==> config.mk <==
export PLATFORM = sky130hd
export DESIGN_NAME = pwm_timer_reset_and_raw_irq
export DESIGN_NICKNAME = d
export VERILOG_FILES = /design/src/common/pwm_reset_pkg.sv /design/src/pwm_timer_reset_and_raw_irq.sv
export SDC_FILE = /design/constraint.sdc
export NUM_CORES = 1
export LEC_CHECK = 0
export BUFFER_PORTS_ARGS = -buffer_cell sky130_fd_sc_hd__buf_2
export CORE_MARGIN = 1.5
export CORE_UTILIZATION = 45
export CTS_CLUSTER_DIAMETER = 100
export DETAILED_ROUTE_END_ITERATION = 8
export GPL_TIMING_DRIVEN = 0
export HOLD_SLACK_MARGIN = 0.05
export PLACE_DENSITY = 0.8
export SLEW_MARGIN = 20
export SYNTH_ARGS = -nofsm -noshare
export SYNTH_HDL_FRONTEND = slang
export SYNTH_SLANG_ARGS = --single-unit
==> constraint.sdc <==
create_clock -name clock -period 1.92 [get_ports clock]
set_input_delay 0.096 -clock clock [delete_from_list [all_inputs] [get_ports clock]]
set_output_delay 0.096 -clock clock [all_outputs]
set_load 0.005 [all_outputs]
==> src/common/pwm_reset_pkg.sv <==
// Purpose: constants for the pwm timer reset and raw status block
// Assumes: byte-wide register port from the serial command interpreter
// Notes: offsets are byte addresses in the command register space
// ====================================================================
// package
package pwm_reset_pkg;
  localparam int unsigned NUM_CH = 3;                     // timer channels
  localparam logic [7:0] SOFT_RESET_ADDR = 8'h78;         // write-only reset register
  localparam logic [7:0] RAW_STATUS_ADDR = 8'h7A;         // read-only raw status
  localparam logic [7:0] MASKED_STATUS_ADDR = 8'h7B;      // masked status
  localparam logic [7:0] IRQ_CLEAR_ADDR = 8'h7C;          // interrupt clear register
  localparam int unsigned RESET_CH_LSB = 0;               // reset select bits 2:0
  localparam int unsigned CYCLE_FLAG_LSB = 0;             // cycle done flags 2:0
  localparam int unsigned SCRIPT_FLAG_LSB = 3;            // script done flags 5:3
  localparam logic [2:0] FLAGS_RESET = 3'h0;              // flag value after reset
  localparam logic [7:0] READ_IDLE = 8'h00;               // read data of unmapped address
  // channel engine states
  typedef enum logic [1:0] {
    CH_STOPPED = 2'b00,
    CH_LOADING = 2'b01,
    CH_RUNNING = 2'b10
  } ch_state_e;
endpackage

==> src/pwm_timer_reset_and_raw_irq.sv <==
// Purpose: soft reset control and raw interrupt status of three pwm channels
// Assumes: register port is a single-cycle strobe from the command decoder
// Notes: script memory lives outside; this block only steers its pointer
// How it works
// RULE1: write-only reset register, upper bits ignored
// RULE2: bits 2..0 each reset one channel
// RULE3: reset bit acts once, no release
// RULE4: reset rewinds pointer, loads, stays stopped
// RULE5: reset halts channel engine and timer
// RULE6: script contents never touched by reset
// RULE7: reset leaves pending flags untouched
// RULE8: read-only raw status, bits 7:6 zero
// RULE9: cycle completion raises cycle flag
// RULE10: script completion raises script flag
// RULE11: script flags bits 5..3, reset zero
// RULE12: cycle flags bits 2..0, reset zero
// RULE13: raw bit shows pending regardless of mask
// RULE14: cycle mask, one masks, resets zero
// RULE15: masked status is raw gated by masks
// RULE16: several reset bits act together
`timescale 1ns/1ps
module pwm_timer_reset_and_raw_irq (
  // clock and reset
  input wire logic clock,
  input wire logic nrst,
  // register port
  input wire logic reg_wr,
  input wire logic reg_rd,
  input wire logic [7:0] reg_addr,
  input wire logic [7:0] reg_wdata,
  output logic [7:0] reg_rdata,
  // channel events from pwm engines
  input wire logic [pwm_reset_pkg::NUM_CH-1:0] cycle_done_evt,
  input wire logic [pwm_reset_pkg::NUM_CH-1:0] script_done_evt,
  input wire logic [pwm_reset_pkg::NUM_CH-1:0] engine_start,
  // mask bits from the channel config registers
  input wire logic [pwm_reset_pkg::NUM_CH-1:0] cycle_done_mask,
  input wire logic [pwm_reset_pkg::NUM_CH-1:0] script_done_mask,
  // channel control toward engines, then masked status and interrupt summary
  output logic [pwm_reset_pkg::NUM_CH-1:0] channel_reset_pulse,
  output logic [pwm_reset_pkg::NUM_CH-1:0] channel_running,
  output logic [pwm_reset_pkg::NUM_CH-1:0] script_ptr_rewind,
  output logic [pwm_reset_pkg::NUM_CH-1:0] pattern_load,
  output logic [5:0] masked_status,
  output logic irq_any
);
  import pwm_reset_pkg::*;

  // ==================================================================
  // state
  typedef struct packed {
    logic [NUM_CH-1:0] rst_pulse;   // one-cycle channel reset
    ch_state_e [NUM_CH-1:0] ch;     // per channel engine state
    logic [NUM_CH-1:0] cyc_flag;    // raw cycle done flags
    logic [NUM_CH-1:0] scr_flag;    // raw script done flags
    logic [7:0] rdata;              // registered read data
  } state_s;

  state_s st_q;
  state_s st_d;
  logic [NUM_CH-1:0] rst_sel;       // channels picked by this write
  logic [NUM_CH-1:0] clr_cyc;       // cycle flag clear request
  logic [NUM_CH-1:0] clr_scr;       // script flag clear request
  logic [5:0] raw_status;           // raw status word

  // ==================================================================
  // helpers
  // one strobe aimed at one register address
  function automatic logic addr_hit(input logic strobe, input logic [7:0] addr,
    input logic [7:0] target);
    return strobe && (addr == target);
  endfunction

  // next state
  always_comb begin
    st_d = st_q;
    // RULE1: decode write-only register
    // RULE16: all selected bits at once
    // a zero bit selects nothing, so other channels keep running
    rst_sel = '0;
    if (addr_hit(reg_wr, reg_addr, SOFT_RESET_ADDR)) begin
      rst_sel = reg_wdata[RESET_CH_LSB +: NUM_CH];
    end
    // clear register write, one clears a flag
    clr_cyc = '0;
    clr_scr = '0;
    if (addr_hit(reg_wr, reg_addr, IRQ_CLEAR_ADDR)) begin
      clr_cyc = reg_wdata[CYCLE_FLAG_LSB +: NUM_CH];
      clr_scr = reg_wdata[SCRIPT_FLAG_LSB +: NUM_CH];
    end
    // RULE3: pulse only, self clearing
    st_d.rst_pulse = rst_sel;
    for (int i = 0; i < NUM_CH; i++) begin
      // RULE5: halt channel engine on reset
      if (rst_sel[i]) begin
        st_d.ch[i] = CH_LOADING;
      end else begin
        case (st_q.ch[i])
          // RULE4: load first pattern then stop
          CH_LOADING: st_d.ch[i] = CH_STOPPED;
          CH_STOPPED: begin
            if (engine_start[i]) begin
              st_d.ch[i] = CH_RUNNING;
            end
          end
          CH_RUNNING: st_d.ch[i] = CH_RUNNING;
          default: st_d.ch[i] = CH_STOPPED;
        endcase
      end
      // RULE7: reset does not clear flags
      // RULE9: cycle event sets, set beats clear
      if (cycle_done_evt[i]) begin
        st_d.cyc_flag[i] = 1'b1;
      end else if (clr_cyc[i]) begin
        st_d.cyc_flag[i] = 1'b0;
      end
      // RULE10: script event sets, set beats clear
      if (script_done_evt[i]) begin
        st_d.scr_flag[i] = 1'b1;
      end else if (clr_scr[i]) begin
        st_d.scr_flag[i] = 1'b0;
      end
    end
    // read mux
    raw_status = {st_q.scr_flag, st_q.cyc_flag};
    st_d.rdata = READ_IDLE;
    if (reg_rd) begin
      case (reg_addr)
        // RULE8: reserved bits read zero
        // RULE13: unmasked view
        RAW_STATUS_ADDR: st_d.rdata = {2'h0, raw_status};
        MASKED_STATUS_ADDR: st_d.rdata = {2'h0, masked_status};
        default: st_d.rdata = READ_IDLE;
      endcase
    end else begin
      st_d.rdata = st_q.rdata;
    end
  end

  // register the state
  always_ff @(posedge clock or negedge nrst) begin
    if (!nrst) begin
      st_q.rst_pulse <= '0;
      for (int i = 0; i < NUM_CH; i++) begin
        st_q.ch[i] <= CH_STOPPED;
      end
      // RULE11: script flags reset zero
      st_q.scr_flag <= FLAGS_RESET;
      // RULE12: cycle flags reset zero
      st_q.cyc_flag <= FLAGS_RESET;
      st_q.rdata <= READ_IDLE;
    end else begin
      st_q <= st_d;
    end
  end

  // ==================================================================
  // outputs
  // RULE15: masked status from masks
  // RULE14: mask one blocks the flag
  assign masked_status = {st_q.scr_flag & ~script_done_mask, st_q.cyc_flag & ~cycle_done_mask};
  assign irq_any = |masked_status;
  assign reg_rdata = st_q.rdata;
  assign channel_reset_pulse = st_q.rst_pulse;
  // RULE6: pointer rewind only, memory untouched
  assign script_ptr_rewind = st_q.rst_pulse;
  always_comb begin
    for (int i = 0; i < NUM_CH; i++) begin
      channel_running[i] = (st_q.ch[i] == CH_RUNNING);
      pattern_load[i] = (st_q.ch[i] == CH_LOADING);
    end
  end

  // ==================================================================
  // assertions
  // RULE3: no write, no pulse
  AST_PULSE_ONCE: assert property (@(posedge clock) disable iff (!nrst) // RULE3
    !(reg_wr && reg_addr == SOFT_RESET_ADDR) |=> channel_reset_pulse == '0)
    else $error("reset pulse held without write");
  // RULE5: reset halts channel
  AST_RESET_STOPS: assert property (@(posedge clock) disable iff (!nrst) // RULE5
    rst_sel[0] |=> !channel_running[0] ##1 !channel_running[0])
    else $error("channel 0 ran after reset");
  // RULE4: load then stay stopped
  AST_LOAD_THEN_STOP: assert property (@(posedge clock) disable iff (!nrst) // RULE4
    rst_sel[2] |=> (pattern_load[2] && script_ptr_rewind[2]) ##1 !channel_running[2])
    else $error("channel 2 missed load");
  // RULE16: every selected channel
  AST_MULTI: assert property (@(posedge clock) disable iff (!nrst) // RULE16
    (reg_wr && reg_addr == SOFT_RESET_ADDR)
      |=> {5'h00, channel_reset_pulse} == ($past(reg_wdata) & 8'h07))
    else $error("reset selection mismatch");
  // RULE7: flags survive reset
  AST_FLAGS_KEPT: assert property (@(posedge clock) disable iff (!nrst) // RULE7
    rst_sel != '0 |=> (raw_status & $past(raw_status)) == $past(raw_status))
    else $error("reset cleared a flag");
  // RULE7: host clear works
  AST_CLEAR_WORKS: assert property (@(posedge clock) disable iff (!nrst) // RULE7
    (reg_wr && reg_addr == IRQ_CLEAR_ADDR && reg_wdata[3] && !script_done_evt[0])
      |=> !raw_status[3])
    else $error("script flag not cleared");
  // RULE9: cycle event sets
  AST_CYC_SET: assert property (@(posedge clock) disable iff (!nrst) // RULE9
    cycle_done_evt[2] |=> raw_status[2])
    else $error("cycle flag not set");
  // RULE9: set beats clear
  AST_SET_WINS: assert property (@(posedge clock) disable iff (!nrst) // RULE9
    cycle_done_evt[0] |=> raw_status[0])
    else $error("cycle flag lost");
  // RULE10: script event sets
  AST_SCR_SET: assert property (@(posedge clock) disable iff (!nrst) // RULE10
    script_done_evt[0] |=> raw_status[3])
    else $error("script flag not set");
  // RULE8: raw read view
  AST_RAW_READ: assert property (@(posedge clock) disable iff (!nrst) // RULE8
    (reg_rd && reg_addr == RAW_STATUS_ADDR) |=> reg_rdata == {2'h0, $past(raw_status)})
    else $error("raw read mismatch");
  // RULE8: reserved bits zero
  AST_RESERVED_ZERO: assert property (@(posedge clock) disable iff (!nrst) // RULE8
    reg_rdata[7:6] == 2'h0)
    else $error("reserved read bits set");
  // RULE15: cycle mask gates
  AST_MASKED: assert property (@(posedge clock) disable iff (!nrst) // RULE15
    cycle_done_mask[1] |-> !masked_status[1])
    else $error("masked bit leaked");
  // RULE15: script mask gates
  AST_SCR_MASKED: assert property (@(posedge clock) disable iff (!nrst) // RULE15
    script_done_mask[2] |-> !masked_status[5])
    else $error("masked script bit leaked");
  // RULE14: zero mask passes
  AST_UNMASKED_PASS: assert property (@(posedge clock) disable iff (!nrst) // RULE14
    !cycle_done_mask[0] |-> masked_status[0] == raw_status[0])
    else $error("unmasked bit blocked");
  // RULE15: summary line follows
  AST_IRQ_ANY: assert property (@(posedge clock) disable iff (!nrst) // RULE15
    irq_any == (masked_status != 6'h00))
    else $error("summary line mismatch");
endmodule

-- Word-level counts from Yosys, hierarchy flattened
Index checks and enable logic that the tools add are counted.
- memories: 0
- memory bits (read-only): 0
- word-level logic and storage cells: 65
- latch bits: 0
- register bits: 23
- output and inout port bits: 27
- RAM bits: 0
- bits of input ports: 35
- reduce and logical (&&, ||, !) cells: 12
- shift-type cells: 0
- add/subtract/negate cells: 0
- bitwise gates (word level): 4
- order comparisons: 0
- multiply operators: 0
- equality and inequality tests: 13
- divide/modulo/power cells: 0
- multiplexer cells: 25
- operator list (cell ; number):
    == test 8 x 7 -> 1 bit (second input constant) ; 4
    2-to-1 mux 1 bit ; 12
    2-to-1 mux 2 bit ; 6
    one-hot mux 2 bit (2 select lines) ; 3
    one-hot mux 6 bit (2 select lines) ; 1
    nonzero test 2 bit ; 6
    2-to-1 mux 3 bit ; 3
    inequality test 3 bit (second input constant) ; 3
    AND 3 bit ; 2
    == test 2 x 1 -> 1 bit (second input constant) ; 3
    == test 2 bit (second input constant) ; 3
    logical NOT 2 bit ; 3
    inverter 3 bit ; 2
    OR reduction 6 bit ; 1
    logical AND 1 bit ; 2

-- Logic depth before layout (Yosys ltp)
Gate-level depths: netlist of the first run.
- word-level depth: 5
- mapped depth: 5
- gate-level depth less buffers: 3

-- Worst setup path before layout of the first run
Ideal clock, no wire load.
- path kind: input -> register
- start: input port reg_addr[3]
- end: register st_q (netlist bit reg_rdata[0])
- stages on the path: 5
- setup slack: 0.960 ns
- arrival time: 0.840 ns
- cells stage by stage: nor2b_1 -> clkbuf_2 -> and3_1 -> buf_6 -> a41o_1
- longest elaborated chain between the ends: 2
- elaborated cells between the ends (all ways): 3
- those cells by class: 2 x eq/ne; 1 x mux
- ends and longest elaborated chain (element ; line ; RTL):
    from (decl) ; pwm_timer_reset_and_raw_irq.sv:29 ; input wire logic [7:0] reg_addr,
    == test 8 x 7 -> 1 bit ; pwm_timer_reset_and_raw_irq.sv:128 ; case (reg_addr)
    one-hot mux 6 bit (2 select lines) (*) ; pwm_timer_reset_and_raw_irq.sv:128 ;
    to (signal assigned) ; pwm_timer_reset_and_raw_irq.sv:153 ; st_q <= st_d;
    to (decl) ; pwm_timer_reset_and_raw_irq.sv:59 ; state_s st_q;
Every way passes the cells marked *; elsewhere a longest branch is shown, timed or not.
A chain may end at the register's enable or synchronous reset.

-- Worst setup path in the final report of the first run
- start: register st_q (netlist bit raw_status[4])
- end: output port irq_any
- longest elaborated chain between the ends: 2
- ends and longest elaborated chain (element ; line ; RTL):
    AND 3 bit ; pwm_timer_reset_and_raw_irq.sv:161 ; assign masked_status = {st_q.scr_flag & ~script_done_mask, st_q.cyc_flag & ~cycle_done_mask};
    OR reduction 6 bit ; pwm_timer_reset_and_raw_irq.sv:162 ; assign irq_any = |masked_status;
    to (decl) ; pwm_timer_reset_and_raw_irq.sv:45 ; output logic irq_any
Every way passes these cells.

==> results of run 1 <==
## cells by family (layout without fill, tap and decap cells)
family          Yosys count  count (layout)  share of synthesized area
other cells               1               2                   0.003394
compound gates           15              15                     0.1053
flops                    21              21                     0.4756
simple gates             54              54                     0.2775
buf+inv                  19              86                     0.1382
## per-layer routing
| layer | vias to the layer above | GRT usage | share of wire |
|---|---|---|---|
| li1 | 499 | - | - |
| met1 | 468 | 0.2175 | 0.41 |
| met2 | 38 | 0.3458 | 0.52 |
| met3 | 6 | 0.02571 | 0.053 |
| met4 | 0 | 0.1026 | 0.022 |
| met5 | - | 0 | 0 |
## power groups by stage
| stage | registers (W) | clock network, W | logic, W |
|---|---|---|---|
| 2_1_floorplan | 0.000453 | 0 | 0.0000304 |
| 3_3_place_gp | 0.000453 | 0 | 0.0000883 |
| 3_5_place_dp | 0.000453 | 0 | 0.0000903 |
| 4_1_cts | 0.000444 | 0.000211 | 0.0000998 |
| 5_1_grt | 0.000444 | 0.000233 | 0.000111 |
| 6_report | 0.000444 | 0.000205 | 0.0000989 |
## worst max-delay path by stage
stage	start	end	slack [ps]
floorplan	reg_addr[3]	reg_rdata[0]	960
global placement	reg_addr[3]	reg_rdata[3]	780
detailed placement	reg_rd	reg_rdata[2]	760
CTS	raw_status[4]	irq_any	470
global route	raw_status[4]	irq_any	400
finish	raw_status[4]	irq_any	470
## worst reg2reg max path: cells and delay by family, from the launching register on
kind            cells  cell delay (ps)
flops               1              410
compound gates      1              200
simple gates        1              160
## through the flow
| stage | setup slack [ps] | total power, W | cell area (sq um) | hold slack, ps |
|---|---|---|---|---|
| 2_1_floorplan | 959.9 | 0.0004829 | 1109 | -199.6 |
| 3_3_place_gp | 783.0 | 0.0005408 | 1429 | 69.43 |
| 3_5_place_dp | 761.9 | 0.0005430 | 1429 | 68.53 |
| 4_1_cts | 467.4 | 0.0007550 | 1516 | 50.93 |
| 5_1_grt | 400.1 | 0.0007887 | 1516 | 59.69 |
| 6_report | 465.7 | 0.0007483 | 1516 | 59.45 |
## final cells by class
type / instances / share of cell area
Tap cell: 28 / 0.02310
Buffer: 19 / 0.1007
Timing Repair Buffer: 63 / 0.2277
Multi-Input combinational cell: 71 / 0.2838
Clock buffer: 3 / 0.01485
Sequential cell: 21 / 0.3465
Clock inverter: 1 / 0.003300
## sequential cells by signal (all words and copies together), names as in the netlist
signal,count
raw_status,6
reg_rdata,6
channel_reset_pulse,3
st_q,6
## cell usage in the layout (no fill, tap or decap), drive strengths merged
cell type	n
clkbuf	4
nand2	8
nor2	11
dfrtp	21
and4b	1
conb	2
a311oi	3
buf	74
a41o	6
nor2b	17
a21oi	6
nor4	1
dlygate4sd1	1
and3	8
clkinv	1
and2b	2
nor3b	6
dlygate4sd3	6
==> flow_metrics.py, run 1 <==
metrics = {
    "outcome": {
        "status": "complete, no violations",
    },
    "layout": {
        "multi_input_area_sq_um": 430.4,
        "drive_gt1_frac": 0.4551,
        "instances_no_fill": 206,
        "layout.area.seq_sq_um": 525.5,
        "antenna_cells": 0,
        "final_util": 0.6726,
        "fin_nets": 214,
        "syn_to_final_growth_pct": 37.26,
        "nFillCells": 193,
    },
    "pwr": {
        "switching_power_w": 0.0001755,
        "leakage_nw": 0.8528,
        "p_clk_frac": 0.274,
        "p_per_area_nw_per_um2": 493.5,
        "combPwrFrac": 0.132,
        "p_sw_frac": 0.2346,
        "cellInternalPower_w": 0.0005728,
        "irDropWorstVdd_mv": 0.3217,
        "seq_power_share": 0.593,
    },
    "synthesis": {
        "yosysMostFrequentCell": "dfrtp_1",
        "synth_common_cells": "dfrtp_1, nor2b_1, buf_4",
        "seq_area_frac_synth": 0.4757,
        "avgSynthCellArea_sq_um": 10.04,
        "netlist_instances": 110,
        "synth-seq-cells": 21,
        "synth_enable_flop_cells": 0,
        "ys.flop_type": "dfrtp_1",
        "ys_warn_count": 0,
        "netlist_area_sq_um": 1105,
        "synth_top_area_share": 0.4757,
        "synthTopCellsByArea": "dfrtp_1, nor2b_1, buf_4",
        "async_flop_share": 1.000,
        "yosys.area.top_type": "dfrtp_1",
        "yosys.cell_types.count": 18,
    },
    "critical_path": {
        "reg2reg_from": "reg_rdata[2]",
        "slowest_stage": "dfrtp_1",
        "end_kind": "primary output",
        "cp.buffers_inverters": 1,
        "required_ps": 1820,
        "worst-path-max-fanout": 3,
        "r2r-end": "reg_rdata[2]",
        "critical-path-top-delay-family": "simple AND/OR/NAND/NOR gates",
        "worstSetupPathType": "reg -> out",
        "cp.depth": 4,
        "reg2reg_depth": 2,
        "path_cells": "nor2b_1 > nor4_1 > nand2_1 > buf_2",
        "cp_slowest_stage_delay_ps": 420,
        "reg2reg_slack_ps": 1050,
        "cp_data_arrival_time_ps": 1360,
        "startpoint_type": "flop",
    },
    "clock_tree": {
        "clk_path_buf_depth": 2,
        "postCtsHoldBufs": 6,
        "h-tree-depth": 1,
        "ctsRootBufferMaster": "clkbuf_4",
        "clkSinkCount": 21,
        "clk_latency_ps": 300,
        "post_cts_buffers": 0,
        "path_clk_slew_ps": 110,
        "cts_resized": 0,
        "cts_inserted_buffers": 3,
        "cts_tree": "built",
    },
    "detailed_routing": {
        "drc": 0,
        "post_drt_wl_per_cell_um": 11.87,
        "postRouteAntennaNets": 0,
        "vias": 1011,
        "post_drt_via_cell_ratio": 4.908,
        "drt_first_pass_iters": 4,
        "drtIter0Drc": 17,
        "wirelength_um": 2446,
    },
    "timing": {
        "worst_clock_skew_ps": 1.450,
        "finalSetupViolations": 0,
        "finalSetupTns_ps": 0,
        "rsz0062_at_grt": "no",
        "max_freq_ghz": 0.6876,
        "drv_slew": 0,
        "finalHoldViolations": 0,
        "fin_crit_ps": 1454,
        "min_period_over_period": 0.7574,
    },
    "floorplanning": {
        "initial_core_util": 0.4900,
        "rows": 17,
        "pin_count": 62,
        "chipHeight_um": 52.55,
        "die_width_um": 52.55,
        "core_sq_um": 2255,
        "die_area_sq_um": 2762,
    },
    "grt": {
        "grt_pass1_vias": 903,
        "grt.overflow.total": 0,
        "track_usage": 0.1922,
        "antenna_found_initial": 0,
        "grt_first_pass_wirelength_um": 3774,
        "grt_max_degree": 22,
    },
    "hold_path": {
        "min_to": "raw_status[0]",
        "hp-start": "cycle_done_evt[0]",
        "hp-class": "in -> reg",
        "holdPathStages": 3,
    },
    "placed_design": {
        "dp.cells": 196,
        "port_buffers": 57,
        "gp_congestion": 0.7861,
        "dp_hpwl_um": 1909,
    },
    "flow_run": {
        "maxCapViolCount": 0,
    },
}
Power figures use the tool's default switching activity.
==> inputs of run 2 (changes only) <==
--- a/config.mk
+++ b/config.mk
@@ -7,12 +7,12 @@
 export LEC_CHECK = 0
 export BUFFER_PORTS_ARGS = -buffer_cell sky130_fd_sc_hd__buf_2
 export CORE_MARGIN = 1.5
-export CORE_UTILIZATION = 45
+export CORE_UTILIZATION = 43
 export CTS_CLUSTER_DIAMETER = 100
 export DETAILED_ROUTE_END_ITERATION = 8
 export GPL_TIMING_DRIVEN = 0
 export HOLD_SLACK_MARGIN = 0.05
-export PLACE_DENSITY = 0.8
+export PLACE_DENSITY = 0.77
 export SLEW_MARGIN = 20
 export SYNTH_ARGS = -nofsm -noshare
 export SYNTH_HDL_FRONTEND = slang
==> constraint.sdc (replaced) <==
create_clock -name clock -period 1.35 [get_ports clock]
set_input_delay 0.0675 -clock clock [delete_from_list [all_inputs] [get_ports clock]]
set_output_delay 0.0675 -clock clock [all_outputs]
set_load 0.005 [all_outputs]
==> run 2 against run 1 <==
Against the previous run: the run now ends with negative setup slack left; sequential power up 42%; die area increased by 4.4%; via count increased by 4.4%; final area is 7.9% higher; register-to-register slack got worse by 980 ps; sequential share of layout area decreased by 2.5 points; power grew 45%; largest power group unchanged.
==> flow_metrics.py, run 2 (same netlist as run 1, synthesis figures left out) <==
metrics = {
    "critical_path": {
        "reg2reg_depth": 3,
        "reg2reg_from": "st_q[17]",
        "r2r-end": "st_q[17]",
        "cp_data_arrival_time_ps": 1300,
        "reg2reg_slack_ps": 70,
        "setup.worst_path.end": "irq_any",
        "startpoint_type": "flop",
        "critPathLaunch": "raw_status[3]",
        "worstSetupPathType": "reg -> out",
        "worst-path-max-fanout": 2,
        "end_kind": "primary output",
        "required_ps": 1280,
    },
    "outcome": {
        "status": "complete, but fails checks",
        "violations": "negative setup slack",
    },
    "placed_design": {
        "dpl_cell_area_sq_um": 1431,
        "dp_hpwl_um": 1796,
        "port_buffers": 57,
        "gp_congestion": 0.7724,
    },
    "timing": {
        "setup_ws_ps": -21.34,
        "finalSetupViolations": 1,
        "min_period_over_period": 1.016,
        "rsz0062_at_grt": "yes",
        "fin_crit_ps": 1371,
        "worst_clock_skew_ps": 1.356,
        "max_freq_ghz": 0.7292,
        "drv_slew": 0,
        "hold-worst-slack_ps": 107.3,
        "finalHoldViolations": 0,
    },
    "detailed_routing": {
        "postRouteAntennaNets": 0,
        "vias": 1055,
        "drtIter0Drc": 9,
        "drc": 0,
        "wirelength_um": 2606,
        "drt_first_pass_iters": 4,
        "post_drt_wl_per_cell_um": 11.90,
        "post_drt_via_cell_ratio": 4.817,
    },
    "pwr": {
        "p_per_area_nw_per_um2": 660.9,
        "irDropWorstVdd_mv": 0.5989,
        "leakage_nw": 0.9111,
    },
    "clock_tree": {
        "clk_path_buf_depth": 2,
        "cts_inserted_buffers": 3,
        "clk_latency_ps": 290,
        "path_clk_slew_ps": 110,
        "ctsRootBufferMaster": "clkbuf_4",
        "clkSinkCount": 21,
        "cts_tree": "built",
        "h-tree-depth": 1,
    },
    "layout": {
        "post-route-cell-area_sq_um": 1637,
        "mostFrequentLayoutCells": "buf_2, dfrtp_1, buf_4, nor2b_1, dlygate4sd3_1",
        "syn_to_final_growth_pct": 48.13,
        "layout_commonest_cell": "buf_2",
        "antenna_cells": 0,
        "nFillCells": 201,
        "fin_nets": 225,
        "drive_gt1_frac": 0.4656,
    },
    "floorplanning": {
        "chipHeight_um": 53.69,
        "core_sq_um": 2455,
        "die_width_um": 53.69,
        "rows": 18,
        "pin_count": 62,
        "initial_core_util": 0.4501,
        "die_area_sq_um": 2883,
    },
    "grt": {
        "grt_first_pass_wirelength_um": 4077,
        "grt_pass1_vias": 1008,
        "grt.overflow.total": 0,
        "antenna_found_initial": 0,
        "track_usage": 0.1947,
        "grt_max_degree": 22,
    },
    "flow_run": {
        "maxCapViolCount": 0,
    },
    "hold_path": {
        "hp-class": "in -> reg",
    },
}
run 2: changes by cell type in the layout (fill, tap and decap cells not counted):
cell           previous run  this run
buf_4                    14        19
clkbuf_1                  0         1
clkinv_2                  1         0
dlygate4sd3_1             6        12
nor2b_1                  17        15
nor2b_4                   0         2
nor4_1                    1         0
nor4_2                    0         1
run 2: metal layers:
layer  routed length [um]  global-route usage  up-vias  part of all wire
met4                   50             0.06838        0             0.019
met3                  120             0.02778        6             0.046
met5                    0                   0        -                 0
met2                 1410              0.3780       35              0.54
met1                 1025              0.2104      492              0.39
li1                     -                   -      522                 -
run 2: how the worst min path moves through the flow:
stage                         from                     end  cells past startpoint
5_1_grt            engine_start[0]                st_q[15]                      3
6_report           engine_start[0]                st_q[15]                      3
2_1_floorplan                 nrst  channel_reset_pulse[0]                      0
4_1_cts        script_done_mask[1]            reg_rdata[4]                      3
3_5_place_dp                  nrst                st_q[17]                      1
3_3_place_gp                  nrst                st_q[17]                      1
run 2: worst max-delay path, cell delays in order, from the launching register on:
cell	delay, ps
dfrtp_1	400
nor2b_4	140
nor4_2	280
nand2_1	70
buf_2	130
run 2: stage by stage:
step	TNS (ps)	total power, W	setup slack [ps]	cells	util
6_report	-21.34	0.001082	-21.34	219	0.6667
3_3_place_gp	0	0.0007693	241.5	198	0.5831
2_1_floorplan	0	0.0006868	418.4	111	-
5_1_grt	-104.2	0.001129	-104.2	219	0.6667
4_1_cts	0	0.001094	22.69	219	0.6677
3_5_place_dp	0	0.0007731	213.2	198	0.5831
run 2: where the power goes:
group | leakage (nW) | internal, W | switching (W)
combinational | 0.650 | 0.0000844 | 0.0000738
clock | 0.0150 | 0.000115 | 0.000177
sequential | 0.246 | 0.000631 | 0.00000103
run 2: repair_timing:
| item | CTS | global route |
|---|---|---|
| hold buffers | 13 | 0 |
| resized for setup | 5 | 0 |
| setup buffers | 4 | 1 |
| endpoints found under the hold margin | 34 | 0 |
| pin swaps | 2 | 1 |
| setup endpoints to repair | 1 | 3 |
run 2: final cells by class:
class,instances,area (sq um),area share
flip-flops and latches,21,525.5,0.3211
multi-input cells,71,451.7,0.2760
repair buffers,74,442.9,0.2706
plain buffers,19,152.6,0.09327
well taps,30,37.54,0.02294
clock buffers,4,26.28,0.01606
==> inputs of run 3 (changes only) <==
--- a/config.mk
+++ b/config.mk
@@ -13,6 +13,7 @@
 export GPL_TIMING_DRIVEN = 0
 export HOLD_SLACK_MARGIN = 0.05
 export PLACE_DENSITY = 0.77
+export RECOVER_POWER = 25
 export SLEW_MARGIN = 20
 export SYNTH_ARGS = -nofsm -noshare
 export SYNTH_HDL_FRONTEND = slang
==> run 3 against run 2 <==
Against the previous run: the flow still finishes with violations (negative setup slack); cell count stayed put; sequential power hardly changed; utilization stayed put; die area stayed put; non-clock buffer count stayed put; via count stayed put; clock-buffer cell count stayed put; maximum frequency stayed put; global-route usage stayed put; register-to-register slack hardly changed; final area stayed put; largest cell class unchanged; highest routed layer unchanged.
==> flow_metrics.py, run 3 (same netlist as run 1, synthesis figures left out) <==
metrics = {
    "layout": {
        "layout_commonest_cell": "buf_2",
        "layout.area.seq_sq_um": 525.5,
        "nFillCells": 201,
        "multi_input_area_sq_um": 451.7,
        "mostFrequentLayoutCells": "buf_2, dfrtp_1, buf_4, nor2b_1, dlygate4sd3_1",
        "drive_gt1_frac": 0.4656,
        "syn_to_final_growth_pct": 48.13,
        "post-route-cell-area_sq_um": 1637,
        "final_util": 0.6667,
        "antenna_cells": 0,
        "fin_nets": 225,
        "instances_no_fill": 219,
    },
    "critical_path": {
        "r2r-end": "st_q[17]",
        "worstSetupPathType": "reg -> out",
        "required_ps": 1280,
        "cp_data_arrival_time_ps": 1300,
        "worst-path-max-fanout": 2,
        "reg2reg_slack_ps": 70,
        "end_kind": "primary output",
        "critPathLaunch": "raw_status[3]",
        "reg2reg_depth": 3,
        "setup.worst_path.end": "irq_any",
        "reg2reg_from": "st_q[17]",
        "startpoint_type": "flop",
    },
    "pwr": {
        "p_per_area_nw_per_um2": 660.9,
        "irDropWorstVdd_mv": 0.5989,
        "leakage_nw": 0.9113,
    },
    "placed_design": {
        "dp.cells": 198,
        "dpl_cell_area_sq_um": 1431,
        "pre_cts_slack_ps": 213.2,
        "gp_congestion": 0.7724,
        "port_buffers": 57,
        "dp_hpwl_um": 1796,
    },
    "timing": {
        "rsz0062_at_grt": "yes",
        "finalHoldViolations": 0,
        "worst_clock_skew_ps": 1.356,
        "setup_ws_ps": -21.34,
        "drv_slew": 0,
        "finalSetupViolations": 1,
        "max_freq_ghz": 0.7292,
        "hold-worst-slack_ps": 107.3,
        "min_period_over_period": 1.016,
        "fin_crit_ps": 1371,
    },
    "detailed_routing": {
        "drc": 0,
        "post_drt_via_cell_ratio": 4.817,
        "vias": 1055,
        "wirelength_um": 2605,
        "post_drt_wl_per_cell_um": 11.89,
        "drtIter0Drc": 9,
        "postRouteAntennaNets": 0,
        "drt_first_pass_iters": 4,
    },
    "outcome": {
        "status": "complete, but fails checks",
        "violations": "negative setup slack",
    },
    "clock_tree": {
        "ctsRootBufferMaster": "clkbuf_4",
        "clk_path_buf_depth": 2,
        "cts_inserted_buffers": 3,
        "clk_latency_ps": 290,
        "h-tree-depth": 1,
        "path_clk_slew_ps": 110,
        "clkSinkCount": 21,
        "cts_tree": "built",
    },
    "floorplanning": {
        "pin_count": 62,
        "die_width_um": 53.69,
        "rows": 18,
        "die_area_sq_um": 2883,
        "initial_core_util": 0.4501,
        "chipHeight_um": 53.69,
        "core_sq_um": 2455,
    },
    "flow_run": {
        "maxCapViolCount": 0,
    },
    "grt": {
        "antenna_found_initial": 0,
        "grt_pass1_vias": 1008,
        "grt_first_pass_wirelength_um": 4077,
        "grt.overflow.total": 0,
        "grt_max_degree": 22,
        "track_usage": 0.1947,
    },
    "hold_path": {
        "hp-class": "in -> reg",
    },
}
-- run 3: how the worst min path moves through the flow --
stage / start / end / slack, ps / cells past startpoint
after floorplan: nrst / channel_reset_pulse[0] / -230 / 0
after global placement: nrst / st_q[17] / 40 / 1
after detailed placement: nrst / st_q[17] / 50 / 1
after CTS: script_done_mask[1] / reg_rdata[4] / 110 / 3
after global routing: engine_start[0] / st_q[15] / 120 / 3
final: engine_start[0] / st_q[15] / 110 / 3
-- run 3: metrics by stage --
step | TNS (ps) | power [W]
floorplan | 0 | 0.0006868
global placement | 0 | 0.0007693
detailed placement | 0 | 0.0007731
CTS | 0 | 0.001094
global route | -104.2 | 0.001129
finish | -21.34 | 0.001082
-- run 3: cell type report --
| class | count | share of cell area |
|---|---|---|
| well taps | 30 | 0.02294 |
| flip-flops and latches | 21 | 0.3211 |
| multi-input cells | 71 | 0.2760 |
| plain buffers | 19 | 0.09327 |
| clock buffers | 4 | 0.01606 |
| repair buffers | 74 | 0.2706 |
-- run 3: power by group --
part           switching [W]  internal (W)  total (W)  leakage, nW
Clock               0.000177      0.000115   0.000292       0.0150
Combinational      0.0000738     0.0000844   0.000158        0.650
Sequential        0.00000103      0.000631   0.000632        0.246
-- run 3: critical path, stage by stage, from the launching register on --
cell and delay, ps:
dfrtp_1 400, nor2b_4 140, nor4_2 280, nand2_1 70, buf_2 130
-- run 3: timing repair --
| item | in CTS | in global routing |
|---|---|---|
| resized for setup | 5 | 0 |
| hold endpoints to repair | 34 | 0 |
| setup buffers | 4 | 1 |
| hold buffers | 13 | 0 |
| pin swaps | 2 | 1 |
| endpoints found under the setup margin | 1 | 3 |
-- run 3: per-layer routing --
metal  track usage  part of all wire
met2        0.3780              0.54
met4       0.06838             0.019
met1        0.2104              0.39
met5             0                 0
met3       0.02778             0.046
